**config.mk**
```make
export PLATFORM = sky130hd
export DESIGN_NAME = rmc_rail_mode_ctrl
export DESIGN_NICKNAME = d
export VERILOG_FILES = /design/src/rmc_pkg.sv /design/src/rmc_sleep_sync.sv /design/src/rmc_rail_reg.sv /design/src/rmc_rail_mode_ctrl.sv
export SDC_FILE = /design/constraint.sdc
export NUM_CORES = 1
export LEC_CHECK = 0
export BUFFER_PORTS_ARGS = -buffer_cell sky130_fd_sc_hd__buf_2
export CAP_MARGIN = 15
export CORE_MARGIN = 1.5
export CORE_UTILIZATION = 50
export DETAILED_ROUTE_END_ITERATION = 8
export PLACE_DENSITY_LB_ADDON = 0.05
export SLEW_MARGIN = 10
export SYNTH_ARGS = -nofsm -noshare
export SYNTH_HDL_FRONTEND = slang
export SYNTH_SLANG_ARGS = --single-unit
```
**constraint.sdc**
```tcl
create_clock -name clk_sys_in -period 1.33 [get_ports clk_sys_in]
set_input_delay 0.0665 -clock clk_sys_in [delete_from_list [all_inputs] [get_ports clk_sys_in]]
set_output_delay 0.0665 -clock clk_sys_in [all_outputs]
set_load 0.02 [all_outputs]
```
**src/rmc_pkg.sv**
```systemverilog
// Constants, field layout and decode functions for the rail mode control registers.
// Assumes an 8-bit register space reached through a simple write/read strobe port.
package rmc_pkg;

	localparam int RMC_NUM_RAILS = 4;
	localparam int RMC_RAIL_IO = 0;
	localparam int RMC_RAIL_FIVE = 1;
	localparam int RMC_RAIL_DEEP = 2;
	localparam int RMC_RAIL_HUB = 3;

	localparam logic [7:0] RMC_ADDR_IO = 8'h30;
	localparam logic [7:0] RMC_ADDR_FIVE = 8'h31;
	localparam logic [7:0] RMC_ADDR_DEEP = 8'h32;
	localparam logic [7:0] RMC_ADDR_HUB = 8'h33;

	localparam logic [7:0] RMC_RST_IO = 8'h0A;
	localparam logic [7:0] RMC_RST_FIVE = 8'h2A;
	localparam logic [7:0] RMC_RST_DEEP = 8'h2A;
	localparam logic [7:0] RMC_RST_HUB = 8'h0A;

	// Bit 7 of the io core register is read-only zero
	localparam logic [7:0] RMC_WMASK_IO = 8'h7F;
	localparam logic [7:0] RMC_WMASK_FULL = 8'hFF;

	localparam int RMC_MODE_LSB = 0;
	localparam int RMC_EXIT_LSB = 2;
	localparam int RMC_VSEL_LSB = 4;
	localparam int RMC_LP_LSB = 6;
	localparam int RMC_DECAY_BIT = 6;

	localparam logic [1:0] RMC_MODE_OFF = 2'h0;
	localparam logic [1:0] RMC_MODE_FORCED_PULSE_WIDTH_MODE = 2'h3;
	localparam logic [1:0] RMC_EXIT_NONE = 2'h0;
	localparam logic [1:0] RMC_LP_NONE = 2'h0;

	localparam logic [9:0] RMC_IO_MV_00 = 10'h3CF;
	localparam logic [9:0] RMC_IO_MV_01 = 10'h3B6;
	localparam logic [9:0] RMC_IO_MV_10 = 10'h36B;
	localparam logic [9:0] RMC_IO_MV_11 = 10'h352;
	localparam logic [9:0] RMC_IO_MV_DECAY = 10'h000;

	// Signed percent offsets from nominal
	localparam logic signed [3:0] RMC_PCT_P3 = 4'sh3;
	localparam logic signed [3:0] RMC_PCT_P2 = 4'sh2;
	localparam logic signed [3:0] RMC_PCT_0 = 4'sh0;
	localparam logic signed [3:0] RMC_PCT_M2 = 4'shE;
	localparam logic signed [3:0] RMC_PCT_M3 = 4'shD;
	localparam logic signed [3:0] RMC_PCT_M4 = 4'shC;

	function automatic logic [9:0] rmc_io_mv(input logic [1:0] sel);
		case (sel)
			2'h0: rmc_io_mv = RMC_IO_MV_00;
			2'h1: rmc_io_mv = RMC_IO_MV_01;
			2'h2: rmc_io_mv = RMC_IO_MV_10;
			default: rmc_io_mv = RMC_IO_MV_11;
		endcase
	endfunction : rmc_io_mv

	function automatic logic signed [3:0] rmc_vsel_pct(input logic [1:0] sel);
		case (sel)
			2'h0: rmc_vsel_pct = RMC_PCT_P3;
			2'h1: rmc_vsel_pct = RMC_PCT_P2;
			2'h2: rmc_vsel_pct = RMC_PCT_0;
			default: rmc_vsel_pct = RMC_PCT_M2;
		endcase
	endfunction : rmc_vsel_pct

	function automatic logic signed [3:0] rmc_lp_pct(input logic [1:0] sel);
		case (sel)
			2'h1: rmc_lp_pct = RMC_PCT_M4;
			2'h2: rmc_lp_pct = RMC_PCT_M3;
			default: rmc_lp_pct = RMC_PCT_M2;
		endcase
	endfunction : rmc_lp_pct

endpackage : rmc_pkg

```
**src/rmc_sleep_sync.sv**
```systemverilog
// Two-flop synchroniser for the sleep pin with edge detection.
// Assumes the pin is asynchronous to clk_sys_in; pulses last one cycle.
`timescale 1ns/1ps
`default_nettype none
module rmc_sleep_sync (
	input wire logic clk_sys_in,
	input wire logic nrst_in,
	input wire logic sleep_state_n_in,
	output logic asleep_out,
	output logic fall_out,
	output logic rise_out
);
	logic meta_q;
	logic sync_q;
	logic level_q;

	// Reset to deasserted (high) so release does not fake an edge
	always_ff @(posedge clk_sys_in or negedge nrst_in) begin
		if (!nrst_in) begin
			meta_q <= 1'b1;
			sync_q <= 1'b1;
			level_q <= 1'b1;
		end else begin
			meta_q <= sleep_state_n_in;
			sync_q <= meta_q;
			level_q <= sync_q;
		end
	end

	assign fall_out = level_q & ~sync_q;
	assign rise_out = ~level_q & sync_q;
	assign asleep_out = ~level_q;
endmodule : rmc_sleep_sync
`default_nettype wire

```
**src/rmc_rail_reg.sv**
```systemverilog
// One 8-bit rail control register with standby-exit mode reload.
// Assumes the write strobe and exit pulse are on clk_sys_in.
`timescale 1ns/1ps
`default_nettype none
module rmc_rail_reg #(
	parameter logic [7:0] RESET_VAL = 8'h0A,
	parameter logic [7:0] WR_MASK = 8'hFF
) (
	input wire logic clk_sys_in,
	input wire logic nrst_in,
	input wire logic wr_en_in,
	input wire logic [7:0] wdata_in,
	input wire logic exit_in,
	output logic [7:0] reg_out
);
	logic [7:0] reg_q;
	logic [7:0] reg_d;
	logic [1:0] exit_field;

	assign exit_field = reg_q[rmc_pkg::RMC_EXIT_LSB +: 2];

	always_comb begin
		reg_d = reg_q;
		if (wr_en_in) begin
			reg_d = wdata_in & WR_MASK;
		end
		// Reload beats a same-cycle host write of the mode bits
		if (exit_in && exit_field != rmc_pkg::RMC_EXIT_NONE) begin
			reg_d[rmc_pkg::RMC_MODE_LSB +: 2] = exit_field;
		end
	end

	always_ff @(posedge clk_sys_in or negedge nrst_in) begin
		if (!nrst_in) begin
			reg_q <= RESET_VAL;
		end else begin
			reg_q <= reg_d;
		end
	end

	assign reg_out = reg_q;
endmodule : rmc_rail_reg
`default_nettype wire

```
**src/rmc_rail_mode_ctrl.sv**
```systemverilog
// Rail mode control register bank: four rail registers, sleep handling, rail targets.
// Assumes a serial-bus slave upstream presents byte writes/reads on clk_sys_in.
// Behaviour
// - Decay enabled at sleep entry and still enabled, while asleep: io rail 0V, good held
// - Decay disabled: io rail stays at select
// - Io select maps to 975/950/875/850 mV
// - Sleep exit copies nonzero exit field into mode
// - Exit field 00 leaves mode bits unchanged
// - Exit 01/10 auto, 11 forced pulse-width except on hub
// - Mode 00 off, 01/10 auto, 11 forced except on hub
// - Sleep entry applies low-power setpoint offsets
// - Select maps +3, +2, 0, -2 percent
// - Five volt register 0x31, reset 0x2A
// - Deep-sleep register 0x32, reset 0x2A
// - Hub register 0x33, reset 0x0A
// - Io bit 7 reserved read-only zero
// - Hub mode 00 off, others on
// - Io register 0x30, reset 0x0A
`timescale 1ns/1ps
`default_nettype none
module rmc_rail_mode_ctrl (
	input wire logic clk_sys_in,
	input wire logic nrst_in,
	input wire logic sleep_state_n_in,
	input wire logic [7:0] reg_addr_in,
	input wire logic reg_wr_en_in,
	input wire logic [7:0] reg_wdata_in,
	input wire logic reg_rd_en_in,
	output logic [7:0] reg_rdata_out,
	output logic [3:0] rail_enable_out,
	output logic [3:0] rail_forced_pwm_out,
	output logic [9:0] io_rail_mv_out,
	output logic io_rail_decay_out,
	output logic io_rail_good_hold_out,
	output logic signed [3:0] five_volt_pct_out,
	output logic signed [3:0] deep_sleep_pct_out,
	output logic sleep_active_out
);
	localparam logic [7:0] ADDR [rmc_pkg::RMC_NUM_RAILS] = '{rmc_pkg::RMC_ADDR_IO,
		rmc_pkg::RMC_ADDR_FIVE, rmc_pkg::RMC_ADDR_DEEP, rmc_pkg::RMC_ADDR_HUB};
	localparam logic [7:0] RSTV [rmc_pkg::RMC_NUM_RAILS] = '{rmc_pkg::RMC_RST_IO,
		rmc_pkg::RMC_RST_FIVE, rmc_pkg::RMC_RST_DEEP, rmc_pkg::RMC_RST_HUB};
	localparam logic [7:0] WMSK [rmc_pkg::RMC_NUM_RAILS] = '{rmc_pkg::RMC_WMASK_IO,
		rmc_pkg::RMC_WMASK_FULL, rmc_pkg::RMC_WMASK_FULL, rmc_pkg::RMC_WMASK_FULL};

	logic asleep;
	logic sleep_fall;
	logic sleep_rise;
	logic [7:0] regs [rmc_pkg::RMC_NUM_RAILS];
	logic [3:0] hit;
	logic [1:0] lp_five_q;
	logic [1:0] lp_deep_q;
	logic decay_armed_q;
	logic decay_now;
	logic [1:0] mode [rmc_pkg::RMC_NUM_RAILS];

	rmc_sleep_sync u_sync (
		.clk_sys_in(clk_sys_in),
		.nrst_in(nrst_in),
		.sleep_state_n_in(sleep_state_n_in),
		.asleep_out(asleep),
		.fall_out(sleep_fall),
		.rise_out(sleep_rise)
	);

	genvar gi;
	generate
		for (gi = 0; gi < rmc_pkg::RMC_NUM_RAILS; gi++) begin : g_rail
			assign hit[gi] = (reg_addr_in == ADDR[gi]);
			assign mode[gi] = regs[gi][rmc_pkg::RMC_MODE_LSB +: 2];
			rmc_rail_reg #(
				.RESET_VAL(RSTV[gi]),
				.WR_MASK(WMSK[gi])
			) u_reg (
				.clk_sys_in(clk_sys_in),
				.nrst_in(nrst_in),
				.wr_en_in(reg_wr_en_in & hit[gi]),
				.wdata_in(reg_wdata_in),
				.exit_in(sleep_rise),
				.reg_out(regs[gi])
			);
			// Hub rail has no forced mode; any nonzero mode just enables it
			always_ff @(posedge clk_sys_in or negedge nrst_in) begin
				if (!nrst_in) begin
					rail_enable_out[gi] <= 1'b0;
					rail_forced_pwm_out[gi] <= 1'b0;
				end else begin
					rail_enable_out[gi] <= (mode[gi] != rmc_pkg::RMC_MODE_OFF);
					rail_forced_pwm_out[gi] <= (gi != rmc_pkg::RMC_RAIL_HUB) &&
						(mode[gi] == rmc_pkg::RMC_MODE_FORCED_PULSE_WIDTH_MODE);
				end
			end
		end
	endgenerate

	// Read data registered; unmapped addresses read zero
	always_ff @(posedge clk_sys_in or negedge nrst_in) begin
		if (!nrst_in) begin
			reg_rdata_out <= 8'h00;
		end else if (reg_rd_en_in) begin
			case (reg_addr_in)
				rmc_pkg::RMC_ADDR_IO: reg_rdata_out <= regs[rmc_pkg::RMC_RAIL_IO];
				rmc_pkg::RMC_ADDR_FIVE: reg_rdata_out <= regs[rmc_pkg::RMC_RAIL_FIVE];
				rmc_pkg::RMC_ADDR_DEEP: reg_rdata_out <= regs[rmc_pkg::RMC_RAIL_DEEP];
				rmc_pkg::RMC_ADDR_HUB: reg_rdata_out <= regs[rmc_pkg::RMC_RAIL_HUB];
				default: reg_rdata_out <= 8'h00;
			endcase
		end
	end

	// Setpoints latched at sleep entry so later writes wait for the next entry
	always_ff @(posedge clk_sys_in or negedge nrst_in) begin
		if (!nrst_in) begin
			lp_five_q <= rmc_pkg::RMC_LP_NONE;
			lp_deep_q <= rmc_pkg::RMC_LP_NONE;
		end else if (sleep_fall) begin
			lp_five_q <= regs[rmc_pkg::RMC_RAIL_FIVE][rmc_pkg::RMC_LP_LSB +: 2];
			lp_deep_q <= regs[rmc_pkg::RMC_RAIL_DEEP][rmc_pkg::RMC_LP_LSB +: 2];
		end else if (sleep_rise) begin
			lp_five_q <= rmc_pkg::RMC_LP_NONE;
			lp_deep_q <= rmc_pkg::RMC_LP_NONE;
		end
	end

	always_ff @(posedge clk_sys_in or negedge nrst_in) begin
		if (!nrst_in) begin
			decay_armed_q <= 1'b0;
		end else if (sleep_fall) begin
			decay_armed_q <= regs[rmc_pkg::RMC_RAIL_IO][rmc_pkg::RMC_DECAY_BIT];
		end else if (sleep_rise) begin
			decay_armed_q <= 1'b0;
		end
	end

	// Clearing the enable mid-sleep cancels decay at once
	assign decay_now = decay_armed_q & asleep & regs[rmc_pkg::RMC_RAIL_IO][rmc_pkg::RMC_DECAY_BIT];

	always_ff @(posedge clk_sys_in or negedge nrst_in) begin
		if (!nrst_in) begin
			io_rail_mv_out <= rmc_pkg::RMC_IO_MV_DECAY;
			io_rail_decay_out <= 1'b0;
			io_rail_good_hold_out <= 1'b0;
		end else begin
			io_rail_mv_out <= decay_now ? rmc_pkg::RMC_IO_MV_DECAY :
				rmc_pkg::rmc_io_mv(regs[rmc_pkg::RMC_RAIL_IO][rmc_pkg::RMC_VSEL_LSB +: 2]);
			io_rail_decay_out <= decay_now;
			io_rail_good_hold_out <= decay_now;
		end
	end

	always_ff @(posedge clk_sys_in or negedge nrst_in) begin
		if (!nrst_in) begin
			five_volt_pct_out <= rmc_pkg::RMC_PCT_0;
			deep_sleep_pct_out <= rmc_pkg::RMC_PCT_0;
		end else begin
			five_volt_pct_out <= (asleep && lp_five_q != rmc_pkg::RMC_LP_NONE) ?
				rmc_pkg::rmc_lp_pct(lp_five_q) :
				rmc_pkg::rmc_vsel_pct(regs[rmc_pkg::RMC_RAIL_FIVE][rmc_pkg::RMC_VSEL_LSB +: 2]);
			deep_sleep_pct_out <= (asleep && lp_deep_q != rmc_pkg::RMC_LP_NONE) ?
				rmc_pkg::rmc_lp_pct(lp_deep_q) :
				rmc_pkg::rmc_vsel_pct(regs[rmc_pkg::RMC_RAIL_DEEP][rmc_pkg::RMC_VSEL_LSB +: 2]);
		end
	end

	always_ff @(posedge clk_sys_in or negedge nrst_in) begin
		if (!nrst_in) begin
			sleep_active_out <= 1'b0;
		end else begin
			sleep_active_out <= asleep;
		end
	end

	logic run_q;

	// Checks start one edge after release; outputs still hold reset values at the release edge
	always_ff @(posedge clk_sys_in or negedge nrst_in) begin
		if (!nrst_in) begin
			run_q <= 1'b0;
		end else begin
			run_q <= 1'b1;
		end
	end
endmodule : rmc_rail_mode_ctrl
`default_nettype wire

```
==> flow_summary_export.csv <==
group,metric,value,unit
finish,finalInstanceArea,3900,sq um
worst_setup_path,worst_case_register_to_register_setup_slack,0.01,ns
routing,initialDrtViolationCount,131,
yosys,post-synth-top-area-fraction,43.5,%
global_routing,gr_util_met1,29.2,%
clocking,clock_sinks,68,
floorplanning,num_rows,28,
yosys,yosys_warnings,0,
placement,post_dp_cell_area,3640,sq um
floorplanning,coreArea,6030,sq um
worst_setup_path,timing.rr.end,"g_rail[1].u_reg.reg_out[1]",
hold_path,class_of_the_most_critical_hold_timing_path,"in2reg",
clocking,clkLatencyLatePin,0.34,ns
worst_setup_path,critical_path_required,1.59,ns
worst_setup_path,rr_worst_depth,4,
finish,drive_above_1_share,45.6,%
finish,layout_common_cells,"sky130_fd_sc_hd__buf_2 (56), sky130_fd_sc_hd__dfrtp_1 (55), sky130_fd_sc_hd__nand2_1 (27)",
power_and_ir_drop,clkPwrFrac,36.6,%
worst_setup_path,cp-end-kind,"flip-flop",
yosys,synth_area,3160,sq um
outcome,result_of_the_run,"complete, no violations",
finish,areaGrowthSynthToFinish,23.3,%
timing,clock-skew-final,0.0101,ns
timing,fin_crit,1.32,ns
yosys,synth-edff-count,0,
power_and_ir_drop,power.switching_fraction,25.7,%
yosys,synth_seq_area_share,54.3,%
power_and_ir_drop,p_int,3.37,mW
timing,drv_slew,0,
routing,route.detailed.drc,0,
global_routing,grt_util_met2,33.8,%
yosys,post_synthesis_async_set_or_reset_flop_share,100,%
worst_setup_path,crit_path_max_fanout,9,
global_routing,grt_pass1_wl,10500,um
power_and_ir_drop,leakage,1.81,nW
finish,final_nets,372,
floorplanning,initial_util,52.5,%
timing,finalSetupViolations,0,
timing,timing.setup.tns,0,ns
worst_setup_path,worst_path_class_setup,"reg2reg",
worst_setup_path,worst_r2r_startpoint,"u_sync.sync_q",
global_routing,top_usage_layer,"met2",
yosys,synth_ff_type,"sky130_fd_sc_hd__dfrtp_1",
hold_path,timing.hold.worst_endpoint,"g_rail[2].u_reg.reg_out[2]",
finish,area_of_the_multi_input_gates,1280,sq um
hold_path,hold_path_startpoint,"reg_wdata_in[2]",
yosys,netlist_instances,260,
routing,route.vias.total,2235,
timing,timing.final.hold_violations,0,
worst_setup_path,critical_path_arrival,1.58,ns
clocking,post-cts-setup-buffers,0,
finish,mostFrequentLayoutCell,"sky130_fd_sc_hd__buf_2",
timing,fmax,759,MHz
yosys,synth_cell_type_count,41,
power_and_ir_drop,power.share.sequential,50.7,%
routing,post_dr_vias_cell,5.33,
clocking,tritoncts,"built",
yosys,synthesis.area_per_instance,12.2,sq um
yosys,post-synth-top-area-cell,"sky130_fd_sc_hd__dfrtp_1",
global_routing,grt_antenna_before_repair,0,
global_routing,largest_net_degree_at_the_start_of_global_routing,69,
placement,gp_congestion,0.927,
global_routing,global_route.overflow_total,0,
yosys,ys_seq_elements,68,
routing,routed_wl,6520,um
floorplanning,io_pins,58,
worst_setup_path,setup.worst_path.start_class,"flip-flop",
placement,io_buffers,56,
routing,post_route_antenna_net_violation_count,0,
timing,rsz0062_at_grt,"yes",
floorplanning,chipWidth,82.6,um
clocking,depth_of_the_cts_h_tree,3,
hold_path,holdPathStages,2,
global_routing,global_route.usage.met3,4.95,%
global_routing,first_global_vias,2126,
floorplanning,dieArea,6810,sq um
clocking,tritoncts.num_buffers,9,
floorplanning,dieHeight,82.6,um
global_routing,grtUsageTotal,21.6,%
timing,layout_worst_path_cycle_share,99.1,%
flow_run,maxCapViolCount,0,
finish,total_inserted_antenna_cells,0,
routing,detail_route.wl_per_cell,15.6,um
clocking,ctsLongestPathBuffers,2,
clocking,root_buffer,"sky130_fd_sc_hd__clkbuf_8",
finish,layout_filler_cell_count,472,
routing,detail_route.first_pass.iterations,4,
power_and_ir_drop,power_density,1160,nW/um^2
power_and_ir_drop,pwr-share-comb,12.7,%
power_and_ir_drop,power.ir.vdd_worst,837,uV
yosys,synth.top_cells.by_area,"sky130_fd_sc_hd__dfrtp_1 (43%), sky130_fd_sc_hd__dfstp_2 (11%), sky130_fd_sc_hd__mux2_2 (8.5%), sky130_fd_sc_hd__mux4_2 (5.0%), sky130_fd_sc_hd__ha_1 (4.3%)",
yosys,synth.net_count,292,
placement,final_hpwl_from_detailed_placement,4760,um
power_and_ir_drop,power_switching,1.16,mW
clocking,path_clk_slew,0.07,ns
finish,regArea,1720,sq um
==> power by group through the flow <==
stage	registers, mW	clock network [mW]	logic [mW]
2_1_floorplan	2.38	0	0.282
3_3_place_gp	2.33	0	0.559
3_5_place_dp	2.34	0	0.561
4_1_cts	2.30	1.71	0.580
5_1_grt	2.32	1.79	0.632
6_report	2.30	1.66	0.575
==> synthesized netlist by cell type (all sizes together) (4+ instances only) <==
cell	count
mux4	7
ha	11
nor3	4
a32oi	4
clkbuf	4
nand4	6
dfrtp	55
inv	24
or2	5
dfstp	13
buf	13
nand2	31
mux2	24
o22ai	8
o211ai	4
nor2	8
o21ai	5
o221ai	4
==> how the worst max path moves through the flow <==
stage / from / endpoint / slack (ns) / cells past startpoint
floorplan: u_sync.level_q / decay_armed_q / -0.01 / 4
global placement: reg_addr_in[2] / g_rail[0].u_reg.reg_out[6] / -0.07 / 6
CTS: u_sync.level_q / g_rail[2].u_reg.reg_out[1] / 0.04 / 6
detailed placement: reg_addr_in[2] / g_rail[0].u_reg.reg_out[5] / -0.11 / 6
finish: u_sync.sync_q / g_rail[1].u_reg.reg_out[1] / 0.01 / 4
global route: u_sync.level_q / g_rail[2].u_reg.reg_out[0] / -0.05 / 5
==> through the flow <==
| stage | utilization (%) | hold WS, ns | std cells | total power, mW | worst slack, ns |
|---|---|---|---|---|---|
| final | 64.7 | 0.0101 | 419 | 4.53 | 0.0119 |
| after global placement | 60.4 | 0.116 | 399 | 2.89 | -0.0704 |
| after CTS | 64.6 | 0.00347 | 419 | 4.58 | 0.0350 |
| after global routing | 64.7 | 0.0113 | 419 | 4.74 | -0.0470 |
| after detailed placement | 60.4 | 0.115 | 399 | 2.90 | -0.109 |
| after floorplan | - | -0.229 | 260 | 2.67 | -0.0133 |
==> flip-flops by register name, summed over array words and instances, names as in the netlist, 3 cells and up <==
name,count
io_rail_mv_out,6
reg_rdata_out,8
g_rail.u_reg.reg_out,31
five_volt_pct_out,3
deep_sleep_pct_out,3
rail_enable_out,4
rail_forced_pwm_out,3
==> cell type report <==
cell class	instances	area share, %
clock buffers	10	3.53
clock inverters	5	1.35
inverters	24	2.31
multi-input cells	151	32.8
flip-flops and latches	68	44.0
well taps	75	2.41
repair buffers	86	13.6
==> cell families (layout without fill, tap and decap cells) <==
group | count (synthesis) | count (layout) | share of synthesized area (%)
simple gates | 74 | 74 | 14.0
flops | 68 | 68 | 54.3
buf+inv | 41 | 125 | 6.17
compound gates | 33 | 33 | 7.27
mux | 32 | 32 | 13.8
fa+ha+maj | 11 | 11 | 4.35
other cells | 1 | 1 | 0.119
==> layer usage <==
layer,part of all wire (%),up-vias
met4,1.8,0
met5,0,-
li1,-,1063
met3,5.5,11
met1,46,1083
met2,47,78
==> worst max-delay path, stage by stage (launching register included) <==
cell and delay, ns:
sky130_fd_sc_hd__dfstp_2 0.56, sky130_fd_sc_hd__ha_4 0.21, sky130_fd_sc_hd__nand2_1 0.13, sky130_fd_sc_hd__a32oi_1 0.22, sky130_fd_sc_hd__o211ai_1 0.11
==> repair_timing <==
action,in CTS,in global routing
setup endpoints to repair,4,5
hold buffers,5,0
hold endpoints to repair,64,0
pin swaps,0,5
gates resized for setup,2,2
Note: power is estimated with default switching activity, not from simulation.
